**src/rtl/rim_pkg.sv**
```systemverilog
package rim_pkg;
  localparam int ADDR_W = 8;
  localparam int DATA_W = 32;
  localparam int EVT_W = 8;
  // printed offset 0x91 is not a multiple of four: keep it as an index
  localparam logic [ADDR_W-1:0] ENABLE_IDX = 8'h91;
  localparam logic [ADDR_W-1:0] STATUS_IDX = 8'h92;
  localparam logic [ADDR_W+1:0] ENABLE_ADDR = {ENABLE_IDX, 2'b00};
  localparam logic [ADDR_W+1:0] STATUS_ADDR = {STATUS_IDX, 2'b00};
  localparam int BIT_SFD = 0;
  localparam int BIT_CCA = 1;
  localparam int BIT_PQT = 2;
  localparam int BIT_CS = 3;
  localparam int BIT_DONE = 4;
  localparam int BIT_TIMEOUT = 5;
  // upper two event bits are not built here
  localparam logic [EVT_W-1:0] IMPL_MASK = 8'h3F;
  localparam logic [EVT_W-1:0] ENABLE_RESET = 8'h00;
  localparam logic [EVT_W-1:0] STATUS_RESET = 8'h00;
  localparam logic [1:0] RESP_OKAY = 2'h0;
  localparam logic [1:0] RESP_SLVERR = 2'h2;
endpackage : rim_pkg

```
**src/rtl/rim_sync.sv**
```systemverilog
`timescale 1ns/1ps
module rim_sync (
  // clock and reset
  input wire logic clk_sys,
  input wire logic arst_n,
  // async event levels and synchronised result
  input wire logic [rim_pkg::EVT_W-1:0] asyncIn,
  output logic [rim_pkg::EVT_W-1:0] syncOut
);
  logic [rim_pkg::EVT_W-1:0] stage1Q;
  logic [rim_pkg::EVT_W-1:0] stage2Q;
  logic [rim_pkg::EVT_W-1:0] stage3Q;

  always_ff @(posedge clk_sys or negedge arst_n) begin
    if (!arst_n) begin
      stage1Q <= '0;
      stage2Q <= '0;
      stage3Q <= '0;
    end else begin
      stage1Q <= asyncIn;
      stage2Q <= stage1Q;
      stage3Q <= stage2Q;
    end
  end

  // rising edge taken between second and third stage only
  assign syncOut = stage2Q & ~stage3Q;
endmodule : rim_sync

```
**src/rtl/rim_top.sv**
```systemverilog
// Overview of operation
// - enable bit 5 passes the receive timeout event to the interrupt; resets 0.
// - enable bit 4 passes packet complete or under/overflow event; resets 0.
// - enable bit 2 passes the preamble quality threshold event; resets 0.
// - enable bit 0 passes the sync word found event; resets 0.
//
// Added by the designer: the AXI4-Lite interface to the registers.
`timescale 1ns/1ps
module rim_top (
  // clock and reset
  input wire logic clk_sys,
  input wire logic arst_n,
  // radio event levels, asynchronous to clk_sys
  input wire logic [rim_pkg::EVT_W-1:0] radioEvent,
  // interrupt
  output logic irq,
  // axi4-lite write address
  input wire logic [rim_pkg::ADDR_W+1:0] s_axi_awaddr,
  input wire logic s_axi_awvalid,
  output logic s_axi_awready,
  // axi4-lite write data
  input wire logic [rim_pkg::DATA_W-1:0] s_axi_wdata,
  input wire logic [3:0] s_axi_wstrb,
  input wire logic s_axi_wvalid,
  output logic s_axi_wready,
  // axi4-lite write response
  output logic [1:0] s_axi_bresp,
  output logic s_axi_bvalid,
  input wire logic s_axi_bready,
  // axi4-lite read address
  input wire logic [rim_pkg::ADDR_W+1:0] s_axi_araddr,
  input wire logic s_axi_arvalid,
  output logic s_axi_arready,
  // axi4-lite read data
  output logic [rim_pkg::DATA_W-1:0] s_axi_rdata,
  output logic [1:0] s_axi_rresp,
  output logic s_axi_rvalid,
  input wire logic s_axi_rready
);
  logic [rim_pkg::EVT_W-1:0] radio_event_enable_q;
  logic [rim_pkg::EVT_W-1:0] radio_event_enable_d;
  logic [rim_pkg::EVT_W-1:0] pendQ;
  wire [rim_pkg::EVT_W-1:0] pendD;
  logic [rim_pkg::EVT_W-1:0] evtPulse;
  logic awHeldQ;
  logic wHeldQ;
  logic [rim_pkg::ADDR_W+1:0] awAddrQ;
  logic [rim_pkg::EVT_W-1:0] wDataQ;
  logic wLane0Q;
  logic bValidQ;
  logic [1:0] bRespQ;
  logic rValidQ;
  logic [1:0] rRespQ;
  logic [rim_pkg::DATA_W-1:0] rDataQ;

  rim_sync u_sync (
    .clk_sys(clk_sys),
    .arst_n(arst_n),
    .asyncIn(radioEvent),
    .syncOut(evtPulse)
  );

  // write path: address and data are caught in either order
  wire awTake = s_axi_awvalid && s_axi_awready;
  wire wTake = s_axi_wvalid && s_axi_wready;
  wire doWrite = awHeldQ && wHeldQ && !bValidQ;
  wire wrEnable = doWrite && awAddrQ == rim_pkg::ENABLE_ADDR;
  wire wrStatus = doWrite && awAddrQ == rim_pkg::STATUS_ADDR;
  wire wrHit = wrEnable || wrStatus;
  wire [rim_pkg::EVT_W-1:0] wrBits = wLane0Q ? (wDataQ & rim_pkg::IMPL_MASK) : '0;
  assign s_axi_awready = !awHeldQ && !bValidQ;
  assign s_axi_wready = !wHeldQ && !bValidQ;
  assign s_axi_bvalid = bValidQ;
  assign s_axi_bresp = bRespQ;

  // read path
  wire arTake = s_axi_arvalid && s_axi_arready;
  wire rdEnable = s_axi_araddr == rim_pkg::ENABLE_ADDR;
  wire rdStatus = s_axi_araddr == rim_pkg::STATUS_ADDR;
  wire [rim_pkg::EVT_W-1:0] rdBits = rdEnable ? radio_event_enable_q :
                                     rdStatus ? pendQ : '0;
  assign s_axi_arready = !rValidQ;
  assign s_axi_rvalid = rValidQ;
  assign s_axi_rresp = rRespQ;
  assign s_axi_rdata = rDataQ;

  // each enable bit is one event gate
  assign radio_event_enable_d = wrEnable ? wrBits : radio_event_enable_q;

  // write-one clears, but a new event in the same cycle wins
  wire [rim_pkg::EVT_W-1:0] clrBits = wrStatus ? wrBits : '0;
  wire [rim_pkg::EVT_W-1:0] gated;

  // one pending flag and one gate per event bit
  for (genvar i = 0; i < rim_pkg::EVT_W; i++) begin : g_evt
    // bits 7:6 stay tied off so software never sees a flag it cannot mask
    assign pendD[i] = rim_pkg::IMPL_MASK[i] && ((pendQ[i] && !clrBits[i]) || evtPulse[i]);
    assign gated[i] = pendQ[i] && radio_event_enable_q[i];

    a_bit_sets: assert property (
      @(posedge clk_sys) disable iff (!arst_n)
      (rim_pkg::IMPL_MASK[i] && evtPulse[i]) |=> pendQ[i])
      else $error("event bit not latched");
    a_bit_clears: assert property (
      @(posedge clk_sys) disable iff (!arst_n)
      (clrBits[i] && !evtPulse[i]) |=> !pendQ[i])
      else $error("event bit not cleared");
    a_bit_holds: assert property (
      @(posedge clk_sys) disable iff (!arst_n)
      (!clrBits[i] && !evtPulse[i]) |=> (pendQ[i] == $past(pendQ[i])))
      else $error("event bit changed alone");
    a_bit_reaches: assert property (
      @(posedge clk_sys) disable iff (!arst_n)
      (pendQ[i] && radio_event_enable_q[i]) |-> irq)
      else $error("enabled bit not on line");
  end

  // gating of pending events onto the line
  assign irq = |gated;

  always_ff @(posedge clk_sys or negedge arst_n) begin
    if (!arst_n) begin
      radio_event_enable_q <= rim_pkg::ENABLE_RESET;
      pendQ <= rim_pkg::STATUS_RESET;
    end else begin
      radio_event_enable_q <= radio_event_enable_d;
      pendQ <= pendD;
    end
  end

  always_ff @(posedge clk_sys or negedge arst_n) begin
    if (!arst_n) begin
      awHeldQ <= 1'b0;
      awAddrQ <= '0;
    end else if (awTake) begin
      awHeldQ <= 1'b1;
      awAddrQ <= s_axi_awaddr;
    end else if (doWrite) begin
      awHeldQ <= 1'b0;
    end
  end

  always_ff @(posedge clk_sys or negedge arst_n) begin
    if (!arst_n) begin
      wHeldQ <= 1'b0;
      wDataQ <= '0;
      wLane0Q <= 1'b0;
    end else if (wTake) begin
      wHeldQ <= 1'b1;
      wDataQ <= s_axi_wdata[rim_pkg::EVT_W-1:0];
      wLane0Q <= s_axi_wstrb[0];
    end else if (doWrite) begin
      wHeldQ <= 1'b0;
    end
  end

  always_ff @(posedge clk_sys or negedge arst_n) begin
    if (!arst_n) begin
      bValidQ <= 1'b0;
      bRespQ <= rim_pkg::RESP_OKAY;
    end else if (doWrite) begin
      bValidQ <= 1'b1;
      bRespQ <= wrHit ? rim_pkg::RESP_OKAY : rim_pkg::RESP_SLVERR;
    end else if (s_axi_bready) begin
      bValidQ <= 1'b0;
    end
  end

  always_ff @(posedge clk_sys or negedge arst_n) begin
    if (!arst_n) begin
      rValidQ <= 1'b0;
      rRespQ <= rim_pkg::RESP_OKAY;
      rDataQ <= '0;
    end else if (arTake) begin
      rValidQ <= 1'b1;
      rRespQ <= (rdEnable || rdStatus) ? rim_pkg::RESP_OKAY : rim_pkg::RESP_SLVERR;
      rDataQ <= {{(rim_pkg::DATA_W-rim_pkg::EVT_W){1'b0}}, rdBits};
    end else if (s_axi_rready) begin
      rValidQ <= 1'b0;
    end
  end

  // checks: each enabled bit reaches the line
  a_timeout_gate: assert property (
    @(posedge clk_sys) disable iff (!arst_n)
    (pendQ[rim_pkg::BIT_TIMEOUT] && radio_event_enable_q[rim_pkg::BIT_TIMEOUT]) |-> irq)
    else $error("timeout not raised");
  a_done_gate: assert property (
    @(posedge clk_sys) disable iff (!arst_n)
    (pendQ[rim_pkg::BIT_DONE] && radio_event_enable_q[rim_pkg::BIT_DONE]) |-> irq)
    else $error("done not raised");
  a_pqt_gate: assert property (
    @(posedge clk_sys) disable iff (!arst_n)
    (pendQ[rim_pkg::BIT_PQT] && radio_event_enable_q[rim_pkg::BIT_PQT]) |-> irq)
    else $error("preamble not raised");
  a_sync_gate: assert property (
    @(posedge clk_sys) disable iff (!arst_n)
    (pendQ[rim_pkg::BIT_SFD] && radio_event_enable_q[rim_pkg::BIT_SFD]) |-> irq)
    else $error("sync not raised");
  a_cs_cca_gate: assert property (
    @(posedge clk_sys) disable iff (!arst_n)
    ((pendQ[rim_pkg::BIT_CS] && radio_event_enable_q[rim_pkg::BIT_CS]) ||
     (pendQ[rim_pkg::BIT_CCA] && radio_event_enable_q[rim_pkg::BIT_CCA])) |-> irq)
    else $error("cs or cca not raised");

  // a cleared enable bit keeps its event off the line
  a_timeout_blocked: assert property (
    @(posedge clk_sys) disable iff (!arst_n)
    !radio_event_enable_q[rim_pkg::BIT_TIMEOUT] |-> !gated[rim_pkg::BIT_TIMEOUT])
    else $error("blocked timeout passed");
  a_done_blocked: assert property (
    @(posedge clk_sys) disable iff (!arst_n)
    !radio_event_enable_q[rim_pkg::BIT_DONE] |-> !gated[rim_pkg::BIT_DONE])
    else $error("blocked done passed");
  a_pqt_blocked: assert property (
    @(posedge clk_sys) disable iff (!arst_n)
    !radio_event_enable_q[rim_pkg::BIT_PQT] |-> !gated[rim_pkg::BIT_PQT])
    else $error("blocked preamble passed");
  a_sync_blocked: assert property (
    @(posedge clk_sys) disable iff (!arst_n)
    !radio_event_enable_q[rim_pkg::BIT_SFD] |-> !gated[rim_pkg::BIT_SFD])
    else $error("blocked sync passed");
  a_cs_cca_blocked: assert property (
    @(posedge clk_sys) disable iff (!arst_n)
    (!radio_event_enable_q[rim_pkg::BIT_CS] |-> !gated[rim_pkg::BIT_CS]) and
    (!radio_event_enable_q[rim_pkg::BIT_CCA] |-> !gated[rim_pkg::BIT_CCA]))
    else $error("blocked cs or cca passed");

  // register behaviour
  a_masked_quiet: assert property (
    @(posedge clk_sys) disable iff (!arst_n)
    (radio_event_enable_q == '0) |-> !irq)
    else $error("irq with all disabled");
  a_enable_write: assert property (
    @(posedge clk_sys) disable iff (!arst_n)
    wrEnable |=> radio_event_enable_q == $past(wrBits))
    else $error("enable write lost");
  a_event_sticks: assert property (
    @(posedge clk_sys) disable iff (!arst_n)
    (evtPulse[rim_pkg::BIT_DONE]) |=> pendQ[rim_pkg::BIT_DONE])
    else $error("event lost");
  a_enable_reset: assert property (
    @(posedge clk_sys)
    !arst_n |-> (radio_event_enable_q == rim_pkg::ENABLE_RESET && !irq))
    else $error("enable not cleared by reset");
  a_enable_holds: assert property (
    @(posedge clk_sys) disable iff (!arst_n)
    !wrEnable |=> radio_event_enable_q == $past(radio_event_enable_q))
    else $error("enable changed without write");
  a_upper_quiet: assert property (
    @(posedge clk_sys) disable iff (!arst_n)
    ((radio_event_enable_q & ~rim_pkg::IMPL_MASK) == '0) &&
    ((pendQ & ~rim_pkg::IMPL_MASK) == '0))
    else $error("unbuilt bit set");
  a_irq_source: assert property (
    @(posedge clk_sys) disable iff (!arst_n)
    irq |-> ((pendQ & radio_event_enable_q) != '0))
    else $error("irq without enabled event");
  a_read_enable: assert property (
    @(posedge clk_sys) disable iff (!arst_n)
    (arTake && rdEnable) |=> (rDataQ[rim_pkg::EVT_W-1:0] == $past(radio_event_enable_q)
      && rDataQ[rim_pkg::DATA_W-1:rim_pkg::EVT_W] == '0))
    else $error("enable readback wrong");

  // bus behaviour
  a_write_resp: assert property (
    @(posedge clk_sys) disable iff (!arst_n)
    doWrite |=> bValidQ)
    else $error("no write response");
  a_write_single: assert property (
    @(posedge clk_sys) disable iff (!arst_n)
    doWrite |=> !doWrite)
    else $error("write applied twice");
  a_unmapped_err: assert property (
    @(posedge clk_sys) disable iff (!arst_n)
    (doWrite && !wrHit) |=> (bRespQ == rim_pkg::RESP_SLVERR
      && radio_event_enable_q == $past(radio_event_enable_q)))
    else $error("unmapped write not refused");
  a_bvalid_holds: assert property (
    @(posedge clk_sys) disable iff (!arst_n)
    (bValidQ && !s_axi_bready) |=> (bValidQ && $stable(bRespQ)))
    else $error("write response dropped");
  a_busy_refuse: assert property (
    @(posedge clk_sys) disable iff (!arst_n)
    bValidQ |-> (!s_axi_awready && !s_axi_wready))
    else $error("write taken while busy");
  a_read_resp: assert property (
    @(posedge clk_sys) disable iff (!arst_n)
    arTake |=> rValidQ)
    else $error("no read response");
  a_rvalid_holds: assert property (
    @(posedge clk_sys) disable iff (!arst_n)
    (rValidQ && !s_axi_rready) |=> (rValidQ && $stable(rDataQ)
      && $stable(rRespQ)))
    else $error("read response dropped");
  a_read_refuse: assert property (
    @(posedge clk_sys) disable iff (!arst_n)
    rValidQ |-> !s_axi_arready)
    else $error("read taken while busy");

  // main scenarios
  c_irq_rise: cover property (@(posedge clk_sys) disable iff (!arst_n) $rose(irq));
  c_clear_race: cover property (@(posedge clk_sys) disable iff (!arst_n)
    wrStatus && (evtPulse & wrBits) != '0);
  c_read_status: cover property (@(posedge clk_sys) disable iff (!arst_n) arTake && rdStatus);
  c_write_error: cover property (@(posedge clk_sys) disable iff (!arst_n) doWrite && !wrHit);
  c_all_enabled: cover property (@(posedge clk_sys) disable iff (!arst_n)
    (radio_event_enable_q & rim_pkg::IMPL_MASK) == rim_pkg::IMPL_MASK);
endmodule : rim_top

```
**config.mk**
```make
export PLATFORM = sky130hd
export DESIGN_NAME = rim_top
export DESIGN_NICKNAME = d
export VERILOG_FILES = /design/src/rtl/rim_pkg.sv /design/src/rtl/rim_sync.sv /design/src/rtl/rim_top.sv
export SDC_FILE = /design/constraint.sdc
export NUM_CORES = 1
export LEC_CHECK = 0
export ABC_CLOCK_PERIOD_IN_PS = 1900
export BUFFER_PORTS_ARGS = -buffer_cell sky130_fd_sc_hd__buf_2
export CAP_MARGIN = 20
export CORE_ASPECT_RATIO = 1.2
export CORE_UTILIZATION = 48
export CTS_CLUSTER_DIAMETER = 150
export DETAILED_ROUTE_END_ITERATION = 8
export PLACE_DENSITY = 0.8
export SYNTH_ARGS = -nofsm -noshare
export SYNTH_HDL_FRONTEND = slang
export SYNTH_HIERARCHICAL = 1
export SYNTH_SLANG_ARGS = --single-unit
```
**constraint.sdc**
```tcl
create_clock -name clk_sys -period 1.9 [get_ports clk_sys]
set_clock_uncertainty 0.05 [all_clocks]
set_input_delay 0.57 -clock clk_sys [delete_from_list [all_inputs] [get_ports clk_sys]]
set_output_delay 0.57 -clock clk_sys [all_outputs]
set_load 0.005 [all_outputs]
```
=== Yosys cells after proc, flatten, opt, wreduce, memory -nomap -nowiden ===
Cells that the tools add are included.
W data, S select, Z words.

* Register bits after elaboration: 65
* Input bits: 71
* Output and inout port bits: 42
* Word-level logic and storage cells: 78

* Equality and inequality tests: 4
* Multiplexer cells: 13
* Bitwise gates (word level): 2
* Reduce and logical (&&, ||, !) cells: 44

{| class="wikitable"
|+ Operators with widths
! cell !! number
|-
| $eq A10 B10 Y1 const B || 4
|-
| $logic_and A1 B1 Y1 || 21
|-
| $mux W6 || 3
|-
| $logic_not A1 Y1 || 10
|-
| $logic_or A1 B1 Y1 || 8
|-
| $mux W8 || 1
|-
| $reduce_bool A2 Y1 || 4
|-
| $mux W1 || 7
|-
| $and A6 B6 Y6 || 1
|-
| $not A6 Y6 || 1
|-
| $reduce_or A6 Y1 || 1
|-
| $mux W2 || 2
|}

=== Logic depth before layout (Yosys ltp) ===
* Depth in word-level cells: 7
* Depth in mapped cells: 4
* Gate-level depth less buffers: 3

=== Modules after synthesis ===
Netlist, hierarchy kept.

{| class="wikitable"
|+ By module, submodules not included
! module !! instances !! cells an instance !! area an instance (sq um) !! seq. area each (sq um)
|-
| rim_top || 1 || 180 || 1985.7 || 1026.0
|-
| rim_sync || 1 || 32 || 710.7 || 600.6
|}

=== Worst setup path before layout ===
OpenSTA, ideal clock, no wires.

* Kind: reg-to-reg
* From: reg awAddrQ[1] (netlist name)
* To: reg radio_event_enable_q[0] (netlist name)
* Setup time: 79 ps
* Arrival time: 1612 ps
* Required time: 1771 ps
* Slack: 158 ps
* Cell stages (with the launch flop): 4
* Cell sequence: dfrtp_1 or4_4 nor4_4 mux2i_1

* Longest elaborated chain between the ends: 2

{| class="wikitable"
|+ RTL lines
! item !! line !! RTL
|-
| start, declared || rim_top.sv:47 || <nowiki>logic [rim_pkg::ADDR_W+1:0] awAddrQ;</nowiki>
|-
| start signal, assigned || rim_top.sv:137 || <nowiki>awAddrQ <= s_axi_awaddr;</nowiki>
|-
| $eq A10 B10 Y1 || rim_top.sv:67 || <nowiki>wire wrEnable = doWrite && awAddrQ == rim_pkg::ENABLE_ADDR;</nowiki>
|-
| $logic_and A1 B1 Y1 || rim_top.sv:67 ||
|-
| end signal, assigned || rim_top.sv:123 || <nowiki>radio_event_enable_q <= rim_pkg::ENABLE_RESET;</nowiki>
|-
| end signal, assigned || rim_top.sv:126 || <nowiki>radio_event_enable_q <= radio_event_enable_d;</nowiki>
|-
| end, declared || rim_top.sv:40 || <nowiki>logic [rim_pkg::EVT_W-1:0] radio_event_enable_q;</nowiki>
|}

No other way between the ends.
A chain may end at the register's enable or synchronous reset.

=== Worst setup path after layout ===
* From: reg pendQ[4] (netlist name)
* To: out irq

* Longest elaborated chain between the ends: 2

{| class="wikitable"
|+ RTL lines
! item !! line !! RTL
|-
| start, declared || rim_top.sv:42 || <nowiki>logic [rim_pkg::EVT_W-1:0] pendQ;</nowiki>
|-
| start signal, assigned || rim_top.sv:124 || <nowiki>pendQ <= rim_pkg::STATUS_RESET;</nowiki>
|-
| start signal, assigned || rim_top.sv:127 || <nowiki>pendQ <= pendD;</nowiki>
|-
| $logic_and A1 B1 Y1 || rim_top.sv:98 || <nowiki>assign gated[i] = pendQ[i] && radio_event_enable_q[i];</nowiki>
|-
| $reduce_or A6 Y1 || rim_top.sv:119 || <nowiki>assign irq = |gated;</nowiki>
|-
| end, declared || rim_top.sv:16 || <nowiki>output logic irq,</nowiki>
|}

No other way between the ends.

==> results list <==
- The final reports fail on negative setup slack.
* Cell with the largest stage delay on the worst path: dfrtp_1
- For this run, the number of Yosys warnings is 6.
* CTS Buffer Depth: 2
- Cell class contributing the biggest share of worst-path delay: compound AO/OA/AOI/OAI gates
* Critical setup path kind: reg2out
* Remaining number of nets flagged by the antenna check after routing: 0
- CTS Sinks: 59
* Total clock buffers created by CTS: 9
* Global-route met2 utilization: 26.1%
- Clock power share: between 20% and 30%
- Setup violations remaining at the end of the flow were counted as 1.
* Starting density of the core: approximately half
- Post-detailed-routing wire length: a little under 4000 um
- For this design the static power due to leakage is ~1.5 nW.
* Highest Clock Rate: 489 MHz
- Post-synthesis to final-layout area growth: 18.7%
- Clock Pin Slew Worst Setup and Hold Paths: 0.06 ns
* RSZ-0062 raised after global routing: yes
* Net switching power: about 0.9 mW
- The worst setup path is launched from a flip-flop.
- After detailed routing, the average wire length per cell comes to approximately 12 um.
- Met1 routing resource usage after global routing: approximately 18%
- Vias in the first global route: 1480
* Die X: 68.1 um
- Logic pwr share: between 20 and 25%
- The floorplan has 28 rows.
- Final clock period utilization by the worst path: 108%
- The count of buffers added on input and output ports is between 50 and 60.
- Endpoints failing hold: 0
- Once routing completed, OpenROAD measured the worst setup slack at -0.143 ns.
- The min-delay analysis places its worst path in the category in2async.
- Critical Path End Type: primary output
- GRT Util Overall: ~16%
- At the worst endpoint, the required time is roughly 1.3 ns.
- After the first detailed-routing iteration, the DRC count stood at 28.
- Boundary pin count: approximately 110
* Minimum setup slack after placement: about 0.037 ns
- The first detailed-routing pass took 3 iterations.
* Switching Share: roughly 27%
- Most used routing layer in global routing: met2
- Largest fanout on the critical path: 2
* Delay contributed by the slowest stage of the critical path: around 0.4 ns
- Number of nets at the end of the flow: ~340
- The congestion estimate from routability-driven global placement came to approximately 0.73.
* Global-route met3 utilization: between 6 and 7%
- After layout, the minimum clock period comes to just over 2 ns.
- Dividing the synthesized area by the synthesized cell count gives roughly 12 sq um.
* WP buf/inv: 1
* First-pass GRT wire length: between 6000 and 7000 um
- The run finished, with violations left.
- Combined area of the multi-input logic cells: ~850 sq um
- Cts hold-fix bufs: 0
- Worst vdd ir: between 0.0009 and 0.001 V
- The cell sitting at the root of the clock tree is a clkbuf_8.
* Internal power consumption: ~2.5 mW
- For the worst-skew pair, the clock arrives at the later sink with an insertion delay of 0.32 ns.
* Power per cell area: between 1000 and 1500 nW/um^2
- Drt drc: 0
- Synthesized area: 2520 sq um
- Pin count of the biggest net entering global routing: 60
* Cell Chain, Critical Path: a22o_1, a221oi_2, o221ai_1, buf_2
- Antenna Cells: 0
- GRT overflow: 0
- Fill cell total of the finished layout: 426
* Placeable core region: 4970 sq um
* Placed wire-length estimate: approximately 2800 um
- CTS built an H-tree with a depth of 3.
* Share of layout cells above drive strength 1: a little under two fifths
* Arrival @ worst endpoint: roughly 1.4 ns
- Sequential share of power: 49.7%
- Routed vias: about 1600
- Post-Syn Instances: 204
- TritonCTS built the clock tree.
* DP Cell Count: about 320
- Die area: 5540 sq um
* Worst Hold Margin: between 0.15 and 0.2 ns
- Max-cap violations in this run came to 0.
- The final count of pins violating max slew was 0.
* Floorplan die height: 81.4 um
* Antenna violations before repair: 0
- Using the TritonRoute via totals, the vias-per-cell ratio works out to between 4 and 5.
* Final instance count without filler cells: 335
- Across the whole layout, storage elements account for around 1500 sq um.
[worst reg2reg max path, cell delays in order (launching register included)]
cell and delay, ns:
dfrtp_1 0.38, or4_4 0.57, nor4_4 0.26, buf_4 0.21
mux2i_1 0.20
[through the flow]
stage          utilization, %  power [mW]  TNS, ns  cell area, sq um
6_report                 60.1        3.41   -0.143              2990
3_5_place_dp             56.1        2.44        0              2790
2_1_floorplan               -        2.22        0              2620
3_3_place_gp             56.1        2.39        0              2790
5_1_grt                  60.1        3.62   -0.215              2990
4_1_cts                  60.0        3.46   -0.175              2980
[cell usage in the layout (no fill, tap or decap), drive strengths merged, types with 2 or more instances in the layout]
cell type and instances:
a31oi 6, buf 60, o221ai 7, nand3b 2
nand4 2, nor2b 11, nor4 3, clkbuf 14
mux2i 6, nand2b 2, dfrtp 59, nor2 9
mux2 17, inv 20, conb 28, nand2 13
o21ai 3
[flip-flops by register name, summed over array words and instances, names as in the netlist]
register              count
awHeldQ                   1
s_axi_rresp               1
s_axi_bresp               1
awAddrQ                  10
u_sync/stage3Q            6
pendQ                     6
radio_event_enable_q      6
u_sync/stage2Q            6
s_axi_rdata               6
s_axi_rvalid              1
wLane0Q                   1
u_sync/stage1Q            6
wHeldQ                    1
wDataQ                    6
s_axi_bvalid              1
[final timing paths]
path | end | cells after the start | from | slack [ns]
worst min register to register | u_sync/stage2Q[3] | 0 | u_sync/stage1Q[3] | 0.30
worst max-delay path | irq | 4 | pendQ[4] | -0.14
min in group clk_sys | u_sync/stage2Q[3] | 0 | u_sync/stage1Q[3] | 0.30
worst min-delay path | u_sync/stage1Q[0] | 2 | arst_n | 0.20
worst max register to register | radio_event_enable_q[4] | 4 | awAddrQ[1] | 0.15
max in group asynchronous | s_axi_bvalid | 2 | arst_n | 1.35
[metal layers]
layer / vias up / wire, um
met5: - / 0
met4: 0 / 59
met3: 7 / 246
met2: 60 / 1940
met1: 755 / 1670
li1: 761 / -
[layout make-up]
type	count	share of cell area, %
repair buffers	60	11.0
clock inverters	1	0.251
inverters	20	2.51
flip-flops and latches	59	49.4
well taps	60	2.51
clock buffers	14	5.77
multi-input cells	121	28.5
[power groups by stage]
| stage | clock, mW | combinational [mW] | sequential (mW) |
|---|---|---|---|
| finish | 1.01 | 0.705 | 1.69 |
| global route | 1.10 | 0.788 | 1.73 |
| CTS | 1.04 | 0.719 | 1.70 |
| detailed placement | 0 | 0.717 | 1.72 |
| global placement | 0 | 0.689 | 1.71 |
| floorplan | 0 | 0.556 | 1.67 |
[timing repair]
item	in CTS	in global routing
cloned	0	0
gates resized for setup	1	0
pin swaps	1	0
hold endpoints to repair	0	0
buffers inserted	1	1
endpoints found under the setup margin	1	1
Power figures use the tool's default switching activity.
